`config.mk`:
```
export PLATFORM = sky130hd
export DESIGN_NAME = wew_top
export DESIGN_NICKNAME = d
export VERILOG_FILES = /design/src/include/wew_pkg.sv /design/src/rtl/wew_tick.sv /design/src/rtl/wew_top.sv
export SDC_FILE = /design/constraint.sdc
export NUM_CORES = 1
export LEC_CHECK = 0
export BUFFER_PORTS_ARGS = -buffer_cell sky130_fd_sc_hd__buf_2
export CORE_MARGIN = 2
export CORE_UTILIZATION = 50
export CTS_BUF_LIST = sky130_fd_sc_hd__clkbuf_8 sky130_fd_sc_hd__clkbuf_16
export DETAILED_ROUTE_END_ITERATION = 10
export PLACE_DENSITY = 0.81
export SLEW_MARGIN = 20
export SYNTH_ARGS = -nofsm -noshare
export SYNTH_HDL_FRONTEND = slang
export SYNTH_SLANG_ARGS = --single-unit
```
`constraint.sdc`:
```
create_clock -name CLK_I -period 5.3 [get_ports CLK_I]
set_input_delay 0.265 -clock CLK_I [delete_from_list [all_inputs] [get_ports CLK_I]]
set_output_delay 0.265 -clock CLK_I [all_outputs]
set_load 0.01 [all_outputs]
```
`src/include/wew_pkg.sv`:
```
// Package of constants and types for the watchdog early-warning controller
// Contract
// - Early warning fires 8 << code watchdog cycles after period start; codes 12-15 reserved
// - Delay code presets at start-up from the non-volatile user row value
// - Writing one to clear-register bit 0 clears the early-warning enable
// - Writing zero to that bit leaves the enable unchanged
// - Set and clear registers read back the same single enable state
// - One write to the clear register disables an interrupt, no read-modify-write
`default_nettype none
package wew_pkg;
  // Register indices; the byte address on the bus is four times the index
  localparam logic [7:0] WEW_IDX_CTRL = 8'h02;
  localparam logic [7:0] WEW_IDX_ENCLR = 8'h04;
  localparam logic [7:0] WEW_IDX_ENSET = 8'h05;
  localparam logic [7:0] WEW_IDX_FLAG = 8'h06;
  localparam logic [7:0] WEW_IDX_PERIOD = 8'h07;
  localparam logic [7:0] WEW_IDX_STAT = 8'h08;
  localparam logic [7:0] WEW_IDX_MASK = 8'h09;
  // Fields
  localparam int WEW_CODE_W = 4;
  localparam int WEW_EW_BIT = 0;
  localparam int WEW_CNT_W = 16;
  localparam logic [3:0] WEW_CODE_MAX = 4'hB;
  localparam logic [WEW_CNT_W-1:0] WEW_BASE_CYC = 16'h0008;
  // Reset values
  localparam logic [WEW_CNT_W-1:0] WEW_PERIOD_RST = 16'hFFFF;
  localparam logic WEW_EN_RST = 1'b0;
  // Count clock divider: watchdog count clock is an enable pulse every N cycles
  localparam logic [7:0] WEW_DIV_N = 8'h01;
  typedef enum logic [1:0] {WEW_IDLE, WEW_RUN} wew_state_t;
endpackage : wew_pkg
`default_nettype wire

```
`src/rtl/wew_tick.sv`:
```
// Divider that makes the watchdog count clock enable pulse
`default_nettype none
module wew_tick
  import wew_pkg::*;
(
  input wire logic clk_i,
  input wire logic rst_i,
  output logic tick_o
);
  logic [7:0] cnt_reg;
  // One-cycle pulse each WEW_DIV_N clocks
  always_ff @(posedge clk_i)
  begin
    if (rst_i || cnt_reg >= WEW_DIV_N - 8'h01)
    begin
      cnt_reg <= 8'h00;
    end
    else
    begin
      cnt_reg <= cnt_reg + 8'h01;
    end
  end
  always_ff @(posedge clk_i)
  begin
    if (rst_i)
    begin
      tick_o <= 1'b0;
    end
    else
    begin
      tick_o <= (cnt_reg >= WEW_DIV_N - 8'h01);
    end
  end
endmodule : wew_tick
`default_nettype wire

```
`src/rtl/wew_top.sv`:
```
// Watchdog early-warning controller with AHB-Lite register slave
//
// Decided for this implementation: the AHB-Lite register port.
`default_nettype none
module wew_top
  import wew_pkg::*;
(
  // Clock and reset
  input wire logic CLK_I,
  input wire logic RST_I,
  // Non-volatile user row value for the delay code
  input wire logic [3:0] NVM_CODE_I,
  // Period start from the watchdog core
  input wire logic PERIOD_START_I,
  // AHB-Lite slave
  input wire logic HSEL_I,
  input wire logic [31:0] HADDR_I,
  input wire logic [1:0] HTRANS_I,
  input wire logic HWRITE_I,
  input wire logic [2:0] HSIZE_I,
  input wire logic [31:0] HWDATA_I,
  input wire logic HREADY_I,
  output logic [31:0] HRDATA_O,
  output logic HREADYOUT_O,
  output logic HRESP_O,
  // Interrupts and status
  output logic EW_IRQ_O,
  output logic IRQ_O
);
  import wew_pkg::*;

  logic tick;
  logic [3:0] early_warning_delay_code_reg;
  logic early_warning_irq_enable_reg;
  logic ew_flag_reg;
  logic [WEW_CNT_W-1:0] cnt_reg;
  logic [WEW_CNT_W-1:0] period_reg;
  logic [1:0] stat_reg;
  logic [1:0] mask_reg;
  logic preset_done_reg;
  wew_state_t state_reg;
  logic wr_pend_reg;
  logic [7:0] wr_idx_reg;
  logic ew_hit;
  logic wrap_hit;
  logic [WEW_CNT_W-1:0] ew_target;

  // Offset index decode shared by read and write paths
  function automatic logic [7:0] word_idx(input logic [31:0] a);
    word_idx = a[9:2];
  endfunction : word_idx

  function automatic logic hit(input logic [7:0] idx, input logic [7:0] reg_idx);
    hit = (idx == reg_idx);
  endfunction : hit

  wew_tick u_tick
  (
    .clk_i(CLK_I),
    .rst_i(RST_I),
    .tick_o(tick)
  );

  // Address phase capture; the slave never waits so data phase is one cycle
  wire addr_ok = HSEL_I && HREADY_I && HTRANS_I[1];
  wire wr_now = wr_pend_reg;
  wire [31:0] wd = HWDATA_I;

  always_ff @(posedge CLK_I)
  begin
    if (RST_I)
    begin
      wr_pend_reg <= 1'b0;
      wr_idx_reg <= 8'h00;
    end
    else
    begin
      wr_pend_reg <= addr_ok && HWRITE_I;
      wr_idx_reg <= word_idx(HADDR_I);
    end
  end

  // Read data registered at address phase so it stands in the data phase
  always_ff @(posedge CLK_I)
  begin
    if (RST_I)
    begin
      HRDATA_O <= 32'h00000000;
    end
    else if (addr_ok && !HWRITE_I)
    begin
      case (word_idx(HADDR_I))
        WEW_IDX_CTRL: HRDATA_O <= {28'h0000000, early_warning_delay_code_reg};
        WEW_IDX_ENCLR, WEW_IDX_ENSET: HRDATA_O <= {31'h0, early_warning_irq_enable_reg};
        WEW_IDX_FLAG: HRDATA_O <= {31'h0, ew_flag_reg};
        WEW_IDX_PERIOD: HRDATA_O <= {16'h0000, period_reg};
        WEW_IDX_STAT: HRDATA_O <= {30'h0, stat_reg};
        WEW_IDX_MASK: HRDATA_O <= {30'h0, mask_reg};
        default: HRDATA_O <= 32'h00000000;
      endcase
    end
  end

  // Zero wait states and always OKAY
  always_ff @(posedge CLK_I)
  begin
    if (RST_I)
    begin
      HREADYOUT_O <= 1'b1;
      HRESP_O <= 1'b0;
    end
    else
    begin
      HREADYOUT_O <= 1'b1;
      HRESP_O <= 1'b0;
    end
  end

  // Delay code: preset once after reset from the user row, then software owned
  always_ff @(posedge CLK_I)
  begin
    if (RST_I)
    begin
      preset_done_reg <= 1'b0;
      early_warning_delay_code_reg <= 4'h0;
    end
    else if (!preset_done_reg)
    begin
      preset_done_reg <= 1'b1;
      early_warning_delay_code_reg <= NVM_CODE_I;
    end
    else if (wr_now && hit(wr_idx_reg, WEW_IDX_CTRL))
    begin
      early_warning_delay_code_reg <= wd[3:0];
    end
  end

  // Single enable bit behind both the set and the clear views
  always_ff @(posedge CLK_I)
  begin
    if (RST_I)
    begin
      early_warning_irq_enable_reg <= WEW_EN_RST;
    end
    else if (wr_now && hit(wr_idx_reg, WEW_IDX_ENCLR) && wd[WEW_EW_BIT])
    begin
      early_warning_irq_enable_reg <= 1'b0;
    end
    else if (wr_now && hit(wr_idx_reg, WEW_IDX_ENSET) && wd[WEW_EW_BIT])
    begin
      early_warning_irq_enable_reg <= 1'b1;
    end
    // A zero written holds the enable as it is
    else
    begin
      early_warning_irq_enable_reg <= early_warning_irq_enable_reg;
    end
  end

  // Period length, software chosen; wrap marks a new period
  always_ff @(posedge CLK_I)
  begin
    if (RST_I)
    begin
      period_reg <= WEW_PERIOD_RST;
    end
    else if (wr_now && hit(wr_idx_reg, WEW_IDX_PERIOD))
    begin
      period_reg <= wd[WEW_CNT_W-1:0];
    end
  end

  // Reserved codes never match so no early warning is raised for them
  assign ew_target = (early_warning_delay_code_reg > WEW_CODE_MAX) ? '0 :
    WEW_BASE_CYC << early_warning_delay_code_reg;
  assign ew_hit = tick && (state_reg == WEW_RUN) && (ew_target != '0) &&
    (cnt_reg + 16'h0001 == ew_target);
  assign wrap_hit = tick && (state_reg == WEW_RUN) && (cnt_reg == period_reg);

  // Period counter on the count clock enable
  always_ff @(posedge CLK_I)
  begin
    if (RST_I)
    begin
      state_reg <= WEW_IDLE;
      cnt_reg <= '0;
    end
    else
    begin
      case (state_reg)
        WEW_IDLE:
        begin
          cnt_reg <= '0;
          if (PERIOD_START_I)
          begin
            state_reg <= WEW_RUN;
          end
        end
        WEW_RUN:
        begin
          if (PERIOD_START_I || wrap_hit)
          begin
            cnt_reg <= '0;
          end
          else if (tick)
          begin
            cnt_reg <= cnt_reg + 16'h0001;
          end
        end
        default: state_reg <= WEW_IDLE;
      endcase
    end
  end

  // Early-warning flag: set wins over a one-written clear
  always_ff @(posedge CLK_I)
  begin
    if (RST_I)
    begin
      ew_flag_reg <= 1'b0;
    end
    else if (ew_hit)
    begin
      ew_flag_reg <= 1'b1;
    end
    else if (wr_now && hit(wr_idx_reg, WEW_IDX_FLAG) && wd[0])
    begin
      ew_flag_reg <= 1'b0;
    end
  end

  // Sticky status: bit0 early warning, bit1 period wrap; write one clears
  always_ff @(posedge CLK_I)
  begin
    if (RST_I)
    begin
      stat_reg <= 2'h0;
    end
    else
    begin
      for (int i = 0; i < 2; i++)
      begin
        if ((i == 0 && ew_hit) || (i == 1 && wrap_hit))
        begin
          stat_reg[i] <= 1'b1;
        end
        else if (wr_now && hit(wr_idx_reg, WEW_IDX_STAT) && wd[i])
        begin
          stat_reg[i] <= 1'b0;
        end
      end
    end
  end

  always_ff @(posedge CLK_I)
  begin
    if (RST_I)
    begin
      mask_reg <= 2'h0;
    end
    else if (wr_now && hit(wr_idx_reg, WEW_IDX_MASK))
    begin
      mask_reg <= wd[1:0];
    end
  end

  // Interrupt outputs registered, one cycle behind their causes
  always_ff @(posedge CLK_I)
  begin
    if (RST_I)
    begin
      EW_IRQ_O <= 1'b0;
      IRQ_O <= 1'b0;
    end
    else
    begin
      EW_IRQ_O <= ew_flag_reg && early_warning_irq_enable_reg;
      IRQ_O <= |(stat_reg & mask_reg);
    end
  end
endmodule : wew_top
`default_nettype wire

```
---- Word-level counts from Yosys, hierarchy flattened ----
Cells that the tools add are included.
word-level totals
  input bits .............................. 79
  output and inout port bits .............. 36
  ROM bits ................................ 0
  memory bits (writable) .................. 0
  register bits after elaboration ......... 97
  latch bits .............................. 0
  memories kept ........................... 0
operators by class
  order comparisons ....................... 2
  add/subtract/negate cells ............... 2
  bitwise operators ....................... 2
  divide/modulo/power cells ............... 0
  eq/ne operators ......................... 20
  $mul .................................... 0
  multiplexer cells ....................... 16
  reduce and logical (&&, ||, !) cells .... 35
  shift operators ......................... 1
operator list
  kind                                                                     count
  16-bit one-hot mux with 6 select lines                                   1
  8-bit by 3-bit equality test with 1-bit output, second input constant    8
  16-bit 2-to-1 mux                                                        3
  16-bit equality test                                                     2
  8-bit by 4-bit equality test with 1-bit output, second input constant    4
  16-bit one-hot mux with 2 select lines                                   1
  1-bit logical AND                                                        21
  16-bit by 1-bit adder with 16-bit output, second input constant          1
  8-bit by 2-bit equality test with 1-bit output, second input constant    2
  16-bit nonzero test                                                      1
  4-bit by 4-bit left shift with 16-bit output, first input constant       1
  8-bit by 1-bit adder with 8-bit output, second input constant            1
  8-bit by 1-bit >= comparator with 1-bit output, second input constant    1
  4-bit 2-to-1 mux                                                         2
  2-bit nonzero test                                                       4
  1-bit 2-to-1 mux                                                         7
  2-bit OR reduction                                                       3
  4-bit greater-than comparator, second input constant                     1
  2-bit one-hot mux with 2 select lines                                    1
  2-bit AND reduction                                                      2
  3-bit by 1-bit inequality test with 1-bit output, second input constant  1
  2-bit AND                                                                1
  2-bit by 1-bit equality test with 1-bit output, second input constant    1
  2-bit zero test                                                          1
  6 further kinds                                                          7

---- Logic depth before layout (Yosys ltp) ----
Gate-level depths: netlist (run 1).
  depth in word-level cells ............... 6
  gate-level depth with buffers ........... 8
  depth with buffers taken out ............ 7

---- By module ----
A second synthesis (run 1) with hierarchy kept.
unflattened totals
  cell total of the unflattened synthesis .. 434
  area total of the unflattened synthesis .. 3,714.8 um^2
modules (own cells, without submodules)
  module    sequential area each (um^2)  area each (um^2)  instances  cells each
  wew_top   1,421.4                      3,691.0           1          432
  wew_tick  20.0                         23.8              1          2

---- Least setup slack after synthesis (run 1) ----
OpenSTA, ideal clock, no wires.
  kind .................................... reg-to-reg
  start point ............................. register cnt_reg[0]
  end point ............................... register ew_flag_reg
  setup slack ............................. 3.314 ns
  clock period less this slack ............ 1.986 ns
  arrival time ............................ 1.917 ns
  setup time .............................. 0.069 ns
  stages on the path, launching flop included .. 8
  cell sequence ........................... dfxtp_1 ha_1 nand3_1 nor2_1 mux2i_1 a221oi_1 a2111o_1 o21ai_1
between the ends
  word-level cells in the longest chain between the ends .. 4
RTL lines
  item                                                           line            source
  start: declaration                                             wew_top.sv:36   logic [WEW_CNT_W-1:0] cnt_reg;
  start signal: assignment                                       wew_top.sv:207  cnt_reg <= cnt_reg + 16'h0001;
  16-bit by 1-bit adder with 16-bit output (*)                   wew_top.sv:177  (cnt_reg + 16'h0001 == ew_target);
  16-bit equality test (*)                                       wew_top.sv:177
  1-bit logical AND (*)                                          wew_top.sv:176  assign ew_hit = tick && (state_reg == WEW_RUN) && (ew_target != '0) &&
  1-bit 2-to-1 mux / 2-bit nonzero test (equally long branches)  -
  end signal: assignment                                         wew_top.sv:220  ew_flag_reg <= 1'b0;
  end signal: assignment                                         wew_top.sv:224  ew_flag_reg <= 1'b1;
  end signal: assignment                                         wew_top.sv:228  ew_flag_reg <= 1'b0;
  end: declaration                                               wew_top.sv:35   logic ew_flag_reg;
Mark *: on every way between the ends. The rest lies on a longest branch, timed or not.
A chain may end at the register's enable or synchronous reset.

---- Final worst setup path (run 1) ----
Ends and elaborated chain as after synthesis.

==> results of run 1 <==
==> metrics by stage <==
stage / worst slack (ns) / power, mW
finish: 2.861 / 1.039
global route: 2.708 / 1.073
floorplan: 3.314 / 0.6327
detailed placement: 2.858 / 0.6475
CTS: 2.865 / 1.039
global placement: 2.906 / 0.6453
==> worst max-delay path by stage <==
stage / endpoint / slack (ns) / depth (start not counted) / startpoint
finish: ew_flag_reg / 2.86 / 7 / cnt_reg[0]
CTS: ew_flag_reg / 2.87 / 7 / cnt_reg[0]
detailed placement: HRDATA_O[0] / 2.86 / 6 / HADDR_I[7]
global route: ew_flag_reg / 2.71 / 7 / cnt_reg[0]
floorplan: ew_flag_reg / 3.31 / 7 / cnt_reg[0]
global placement: HRDATA_O[0] / 2.91 / 6 / HADDR_I[7]
==> power groups by stage <==
stage                     sequential [mW]  combinational, mW  clock (mW)
after floorplan                     0.567             0.0652           0
after global placement              0.579             0.0666           0
after detailed placement            0.579             0.0682           0
after CTS                           0.567             0.0686       0.404
after global routing                0.569             0.0762       0.428
final                               0.567             0.0691       0.403
==> metal layers <==
metal,share of wire,vias up,global-route usage
met2,0.48,126,0.3665
met4,0.015,0,0.06923
li1,-,1568,-
met3,0.059,13,0.03422
met1,0.44,1520,0.2692
met5,0,-,0
==> final cells by class <==
class                      instances  area, um^2  area share
multi-input combinational        337        2034      0.5002
clock buffer                      12       165.2     0.04060
timing repair buffer              52       260.3     0.06398
clock inverter                     4       20.02    0.004922
tap                               99       123.9     0.03045
sequential                        72        1441      0.3544
inverter                           6       22.52    0.005537
==> worst max-delay path, delay by kind of cell, from the launching register on <==
kind / cells / cell delay [ns]
simple gates: 2 / 0.65
mux: 1 / 0.23
compound gates: 3 / 0.72
fa+ha+maj: 1 / 0.26
flops: 1 / 0.51
==> cells by family (layout without fill, tap and decap cells) <==
logic type      Yosys count  in the layout  share of synthesized area
simple gates            216            216                     0.3000
flops                    72             72                     0.3866
buf+inv                  58             74                    0.08523
xor+xnor                 46             46                     0.1081
compound gates           45             45                    0.08524
mux                      11             11                    0.02953
other cells               2             18                   0.002014
fa+ha+maj                 1              1                   0.003355
==> synthesized netlist by cell type, types with 3 or more instances <==
cell      count
a211oi_1      5
a21oi_1      15
a221oi_1      6
buf_1         4
buf_2        11
buf_4        18
clkbuf_1     17
dfxtp_1      72
inv_1         6
mux2i_1      11
nand2_1      66
nand3_1      41
nand3b_1      3
nand4_1      16
nor2_1       44
nor2b_1       9
nor3_1        6
nor3b_1       3
nor4_1        4
nor4bb_1      3
o21ai_0       4
xnor2_1      31
xor2_1       15
==> results.ini, run 1 <==
[setup_path]
r2r_end = ew_flag_reg
critPathMaxFanout = 7
cp-end-kind = flop
startpoint_type = flop
critical_path_class = flop to flop
path_cells = ha_1 > nand3_1 > nor2_1 > mux2i_1 > a221oi_1 > a2111o_1 > o21ai_1
cp_slowest_cell = dfxtp_1
crit_arrival_ns = 2.72
crit_required_ns = 5.58
r2r_start = cnt_reg[0]
r2r_cells = 7
ff2ff_setup_slack_ns = 2.86
critPathMaxStageDelay_ns = 0.51

[finish]
final_cell_mix = dfxtp_1, nand2_1, buf_2
stdcell_count = 582
layout_commonest_cell = dfxtp_1
fillers = 654
final_core_util = 0.5608
area_delta_synth_final_pct = 9.094
insertedDiodeCount = 0
nets = 558
fin_area_um2 = 4068
drive_gt1_frac = 0.1677

[detailed_routing]
drt_iter0_markers = 241
vias_per_cell = 5.545
wire_per_inst_um = 14.29
routed_wl_um = 8318
vias = 3227
antenna_left = 0
drc = 0
firstDrtPassIters = 5

[sta]
fin_crit_ns = 2.439
tns_ns = 0
finalSetupViolations = 0
worstMarginPinSlew_ns = 1.007
finalCritPeriodShare = 0.4602
finClkSkew_ns = 0.007206
hold_violations = 0
drv_slew = 0
rsz0062_at_grt = no
max_freq_ghz = 0.4100
whs_ns = 0.1254
maxSlewHeadroom = 0.3262

[placed_design]
dp_hpwl_um = 5987
portBuffers = 52
post_dp_cell_area_um2 = 3877
gpl.final_weighted_congestion = 0.8789
dpl.cell_count = 566

[synthesis]
synth-seq-area-share = 0.3866
synth_edf_count = 0
yosys_most_used_dff = dfxtp_1
yosys.area.top_type = dfxtp_1
synth_top_area_share = 0.3866
synth_area_per_cell_um2 = 8.267
yosys_warnings = 0
synth_top_cells_by_area = dfxtp_1, xnor2_1, nand2_1
synth.distinct_cells = 55
syn_area_um2 = 3729
synth_cells = 451
async_flop_share = 0
synth_seq_cells = 72

[power]
pwr-share-clk = 0.388
ir_worst_vdd_mv = 0.1951
switching_share = 0.2462
p_leak_nw = 1.552
p_switching_mw = 0.2559
power_frac_comb = 0.066
power_density_nw_per_um2 = 255.5
p_seq_frac = 0.546
p_int_mw = 0.7832

[floorplanning]
ios = 115
die_x_um = 90.36
num_rows = 31
dieArea_um2 = 8164
die_y_um = 90.36
start_util = 0.5141
core_um2 = 7253

[cts]
ctsResizeCount = 0
cts.reportedPaths.clkPinSlew_ns = 0.07
postCtsSetupBuffers = 0
clock_path_buffers = 2
cts.root.buffer_cell = clkbuf_8
ctsHoldBuffers = 0
cts_made_buffers = 9
cts_max_level = 3
cts_tree = yes
cts_sinks = 72
clock_latency_ns = 0.35

[status]
status = finished clean

[global_routing]
grt_max_degree = 38
grt_remaining_overflow = 0
antenna_found_initial = 0
track_usage = 0.2117
grt_pass1_vias = 3078
grt_pass1_wl_um = 14250

[worst_hold_path]
whs_endpoint = period_reg[11]
hp-start = HWDATA_I[11]
worstHoldPathType = input pin to flop
min_path_cells = 3

[job]
drv_cap = 0

(Power assumes the default switching activity.)
==> run 2: changes to the inputs <==
--- a/config.mk
+++ b/config.mk
@@ -5,12 +5,13 @@
 export SDC_FILE = /design/constraint.sdc
 export NUM_CORES = 1
 export LEC_CHECK = 0
+export ABC_AREA = 1
 export BUFFER_PORTS_ARGS = -buffer_cell sky130_fd_sc_hd__buf_2
 export CORE_MARGIN = 2
-export CORE_UTILIZATION = 50
+export CORE_UTILIZATION = 47
 export CTS_BUF_LIST = sky130_fd_sc_hd__clkbuf_8 sky130_fd_sc_hd__clkbuf_16
 export DETAILED_ROUTE_END_ITERATION = 10
-export PLACE_DENSITY = 0.81
+export PLACE_DENSITY = 0.8
 export SLEW_MARGIN = 20
 export SYNTH_ARGS = -nofsm -noshare
 export SYNTH_HDL_FRONTEND = slang
==> constraint.sdc (replaced) <==
create_clock -name CLK_I -period 2.15 [get_ports CLK_I]
set_input_delay 0.1075 -clock CLK_I [delete_from_list [all_inputs] [get_ports CLK_I]]
set_output_delay 0.1075 -clock CLK_I [all_outputs]
set_load 0.01 [all_outputs]
==> run 2 against run 1 <==
Synthesized cell count is 29% higher. First-iteration DRC count is 9.5% lower. Flip-flop and latch count stayed put. Non-clock buffer count is 12 higher. Critical path depth is 2 higher. Sequential share of layout area is 3.4 points lower. Wire length is 17% higher. Clock-buffer cell count is 3 lower. Critical endpoint is now stat_reg[0]. Highest routed layer unchanged.
==> results.ini, run 2 <==
[status]
status = finished clean

[global_routing]
grt_remaining_overflow = 0
grt_max_degree = 33
antenna_found_initial = 0
grt_pass1_wl_um = 16480
grt_pass1_vias = 3734
track_usage = 0.2295

[setup_path]
cp-end-kind = flop
critPathMaxStageDelay_ns = 0.45
path_cells = ha_1 > nand3_1 > nor2_2 > nand4_1 > nand2_1 > nor2_1 > nor2_1 > nand3_1 > o21bai_1
r2r_start = cnt_reg[1]
crit_required_ns = 2.43
crit_arrival_ns = 2.18
r2r_end = stat_reg[0]
cp_slowest_cell = dfxtp_1
critPathMaxFanout = 6
critical_path_class = flop to flop
r2r_cells = 9
startpoint_type = flop
ff2ff_setup_slack_ns = 0.25

[power]
total_power_mw = 2.850
p_seq_frac = 0.482
power_frac_comb = 0.072
pwr-share-clk = 0.446
ir_worst_vdd_mv = 0.5511
switching_share = 0.2345
p_int_mw = 2.182
p_leak_nw = 2.072
power_density_nw_per_um2 = 633.8
p_switching_mw = 0.6683

[sta]
hold_violations = 0
tns_ns = 0
max_freq_ghz = 0.5257
maxSlewHeadroom = 0.6346
worstMarginPinSlew_ns = 0.5448
finClkSkew_ns = 0.01166
finalSetupViolations = 0
rsz0062_at_grt = no
fin_crit_ns = 1.902
drv_slew = 0
finalCritPeriodShare = 0.8848

[finish]
fin_area_um2 = 4497
layout_commonest_cell = nand2_1
area_delta_synth_final_pct = 14.90
insertedDiodeCount = 0
final_cell_mix = nand2_1, dfxtp_1, inv_1
drive_gt1_frac = 0.1506
stdcell_count = 749
nets = 720

[synthesis]
synth_common_cells = nand2_1, dfxtp_1, inv_1, nor2_1, nand3_1
synth_top_area_share = 0.3683
synth_cells = 584
synth.distinct_cells = 36
yosys.cell_count.top_type = nand2_1
synth_area_per_cell_um2 = 6.702
syn_area_um2 = 3914
yosys.area.top_type = dfxtp_1
async_flop_share = 0
yosys_warnings = 0
synth_top_cells_by_area = dfxtp_1, nand2_1, nand3_1
synth_edf_count = 0
synth_seq_cells = 72
yosys_most_used_dff = dfxtp_1
synth-seq-area-share = 0.3683

[worst_hold_path]
min_path_cells = 3
whs_endpoint = wr_now
hp-start = HWRITE_I
worstHoldPathType = input pin to flop

[placed_design]
post_dp_cell_area_um2 = 4214
portBuffers = 52
gpl.final_weighted_congestion = 0.8959
dp_hpwl_um = 7314
dpl.cell_count = 729

[floorplanning]
ios = 115
die_y_um = 95.26
die_x_um = 95.26
core_um2 = 8134
dieArea_um2 = 9074
start_util = 0.4812
num_rows = 33

[detailed_routing]
vias_per_cell = 5.252
firstDrtPassIters = 5
drt_iter0_markers = 218
drc = 0
antenna_left = 0
vias = 3934
routed_wl_um = 9727
wire_per_inst_um = 12.99

[cts]
cts_made_buffers = 9
cts_sinks = 72
cts_tree = yes
ctsHoldBuffers = 5
cts_max_level = 3
clock_latency_ns = 0.35
postCtsSetupBuffers = 0
clock_path_buffers = 2
cts.reportedPaths.clkPinSlew_ns = 0.07
cts.root.buffer_cell = clkbuf_8
ctsResizeCount = 0

[job]
drv_cap = 0

## run 2: cell type report
| cell class | count | area (um^2) |
|---|---|---|
| well taps | 105 | 131.4 |
| flip-flops and latches | 72 | 1441 |
| clock inverters | 6 | 108.9 |
| repair buffers | 64 | 362.8 |
| inverters | 77 | 289.0 |
| multi-input cells | 416 | 2039 |
| clock buffers | 9 | 123.9 |
| fillers | 742 | 3637 |
## run 2: logic make-up after synthesis
group | count (synthesis) | synth area share
xor gates and xnor gates | 9 | 0.02014
DFF | 72 | 0.3683
adders and majority gates | 1 | 0.003196
and+or+nand+nor | 304 | 0.3507
other | 2 | 0.001919
AOI/OAI and AO/OA | 79 | 0.1170
buffers and inverters | 112 | 0.1260
muxes | 5 | 0.01279
## run 2: per-layer routing
layer / vias up / wire, um / track usage
met1: 1798 / 4175 / 0.2756
met5: - / 0 / 0
li1: 1970 / - / -
met4: 0 / 212 / 0.08454
met3: 24 / 583 / 0.04980
met2: 142 / 4756 / 0.4008
## run 2: through the flow
stage          setup WS [ns]  utilization  hold slack, ns
6_report              0.2476       0.5528         0.02585
5_1_grt              0.02543       0.5528         0.01515
4_1_cts               0.2895       0.5528         0.01326
3_5_place_dp          0.3143       0.5181          0.3316
3_3_place_gp          0.3984       0.5181          0.3286
2_1_floorplan         0.6643            -          0.2233
## run 2: power by group through the flow
stage | clock [mW] | combinational, mW | sequential, mW
6_report | 1.27 | 0.205 | 1.37
3_5_place_dp | 0 | 0.194 | 1.40
5_1_grt | 1.35 | 0.232 | 1.37
3_3_place_gp | 0 | 0.189 | 1.40
4_1_cts | 1.29 | 0.202 | 1.37
2_1_floorplan | 0 | 0.151 | 1.39
## run 2: worst max path at each step
| stage | from | endpoint | slack (ns) | cells past startpoint |
|---|---|---|---|---|
| 6_report | cnt_reg[1] | stat_reg[0] | 0.25 | 9 |
| 5_1_grt | cnt_reg[1] | stat_reg[0] | 0.03 | 9 |
| 4_1_cts | cnt_reg[1] | stat_reg[0] | 0.29 | 9 |
| 3_5_place_dp | cnt_reg[1] | stat_reg[0] | 0.31 | 9 |
| 3_3_place_gp | cnt_reg[0] | ew_flag_reg | 0.40 | 9 |
| 2_1_floorplan | cnt_reg[0] | ew_flag_reg | 0.66 | 11 |
## run 2: critical path: cells and delay by family, from the launching register on
family                   cells  cell delay (ns)
AO/OA/AOI/OAI                1             0.16
AND/OR/NAND/NOR              7             0.95
adder cells (fa/ha/maj)      1             0.26
flip-flops                   1             0.45
==> run 3: changes to the inputs <==
--- a/config.mk
+++ b/config.mk
@@ -12,7 +12,8 @@
 export CTS_BUF_LIST = sky130_fd_sc_hd__clkbuf_8 sky130_fd_sc_hd__clkbuf_16
 export DETAILED_ROUTE_END_ITERATION = 10
 export PLACE_DENSITY = 0.8
-export SLEW_MARGIN = 20
+export SLEW_MARGIN = 30
 export SYNTH_ARGS = -nofsm -noshare
 export SYNTH_HDL_FRONTEND = slang
 export SYNTH_SLANG_ARGS = --single-unit
+export TNS_END_PERCENT = 10
==> constraint.sdc (replaced) <==
create_clock -name CLK_I -period 2.15 [get_ports CLK_I]
set_input_delay 0.215 -clock CLK_I [delete_from_list [all_inputs] [get_ports CLK_I]]
set_output_delay 0.215 -clock CLK_I [all_outputs]
set_load 0.01 [all_outputs]
==> run 3 against run 2 <==
Via count down 1.5%. Setup slack got worse by 0.0064 ns. Final cell count down 0.53%. First-iteration DRC count decreased by 11%. Largest cell class unchanged.
==> results.ini, run 3 (same netlist as run 2, synthesis figures left out) <==
[detailed_routing]
vias = 3874
wl_met1_um = 4159
highest_layer = met4
firstDrtPassIters = 8
drt_iter0_markers = 195
antenna_left = 0
wl_met2_um = 4388
wire_per_inst_um = 12.77
wl_met3_um = 606
vias_per_cell = 5.200
drc = 0
routed_wl_um = 9514

[global_routing]
grt_pass1_wl_um = 15890
grt_remaining_overflow = 0
track_usage = 0.2209
grt_pass1_vias = 3575
grt_max_degree = 33
antenna_found_initial = 0

[sta]
worstMarginPinSlew_ns = 0.5030
whs_ns = 0.07881
drv_slew = 0
rsz0062_at_grt = no
finClkSkew_ns = 0.009168
fin_crit_ns = 1.909
max_freq_ghz = 0.5239
hold_violations = 0
finalSetupViolations = 0
tns_ns = 0
finalCritPeriodShare = 0.8878
maxSlewHeadroom = 0.6626

[finish]
insertedDiodeCount = 0
drive_gt1_frac = 0.1500
layout_commonest_cell = nand2_1
area_delta_synth_final_pct = 12.50
fin_area_um2 = 4403
final_cell_mix = nand2_1, inv_1, dfxtp_1
nets = 715

[power]
p_seq_frac = 0.524
ir_worst_vdd_mv = 0.4203
p_int_mw = 1.941
power_density_nw_per_um2 = 594.7
p_switching_mw = 0.6769
total_power_mw = 2.618
switching_share = 0.2585
pwr-share-clk = 0.400
p_leak_nw = 2.037
power_frac_comb = 0.076

[floorplanning]
dieArea_um2 = 9074
ios = 115
core_um2 = 8134
start_util = 0.4812
die_x_um = 95.26
num_rows = 33
die_y_um = 95.26

[setup_path]
crit_arrival_ns = 2.19
crit_required_ns = 2.43
r2r_cells = 11
startpoint_type = flop
cp-end-kind = flop
critical_path_class = flop to flop
critPathMaxFanout = 5

[worst_hold_path]
min_path_cells = 3
worstHoldPathType = input pin to flop

[cts]
cts_sinks = 72
clock_latency_ns = 0.35
cts_tree = yes
cts_made_buffers = 9
cts.reportedPaths.clkPinSlew_ns = 0.08
clock_path_buffers = 2
cts_max_level = 3
postCtsSetupBuffers = 0
ctsHoldBuffers = 0
ctsResizeCount = 0
cts.root.buffer_cell = clkbuf_8

[placed_design]
dp_hpwl_um = 7245
post_dp_cell_area_um2 = 4214
gpl.final_weighted_congestion = 0.9264
portBuffers = 52

[job]
drv_cap = 0

[status]
status = finished clean

==> run 3: final timing paths <==
kind                            slack (ns)         from             to
worst max-delay path                  0.24   cnt_reg[0]    ew_flag_reg
worst min-delay path                  0.08   HADDR_I[7]  wr_idx_reg[5]
worst max register to register        0.24   cnt_reg[0]    ew_flag_reg
worst min register to register        0.47  HRDATA_O[8]    HRDATA_O[8]
==> run 3: power groups by stage <==
stage	clock, mW	combinational (mW)	sequential [mW]
after floorplan	0	0.151	1.39
after global placement	0	0.190	1.40
after detailed placement	0	0.195	1.40
after CTS	1.05	0.196	1.37
after global routing	1.11	0.225	1.37
final	1.05	0.199	1.37
==> run 3: critical path, stage by stage (launching register included) <==
cell and delay, ns:
dfxtp_1 0.43, ha_1 0.25, nand3_1 0.15, nor2_2 0.24
nand2_1 0.12, nand3_1 0.09, nand2_1 0.06, inv_1 0.05
nand2_1 0.05, nor2_1 0.08, nand3_1 0.15, o21bai_1 0.17
==> run 3: routing by layer <==
layer | up-vias | GRT usage
met5 | - | 0
met4 | 0 | 0.1232
met3 | 37 | 0.04348
met2 | 149 | 0.3586
met1 | 1733 | 0.2737
li1 | 1955 | -
==> run 3: through the flow <==
step	worst slack [ns]	util	instances
floorplan	0.6643	-	600
global placement	0.3765	0.5181	729
finish	0.2413	0.5413	745
global route	0.08089	0.5413	745
detailed placement	0.2711	0.5181	729
CTS	0.2465	0.5413	745
==> run 3: area by class of cell <==
cell class                 count  area [um^2]
clock buffer                   9        123.9
clock inverter                 7        65.06
fill                         763         3731
inverter                      77        289.0
multi-input combinational    416         2039
sequential                    72         1441
tap                          105        131.4
timing repair buffer          59        312.8
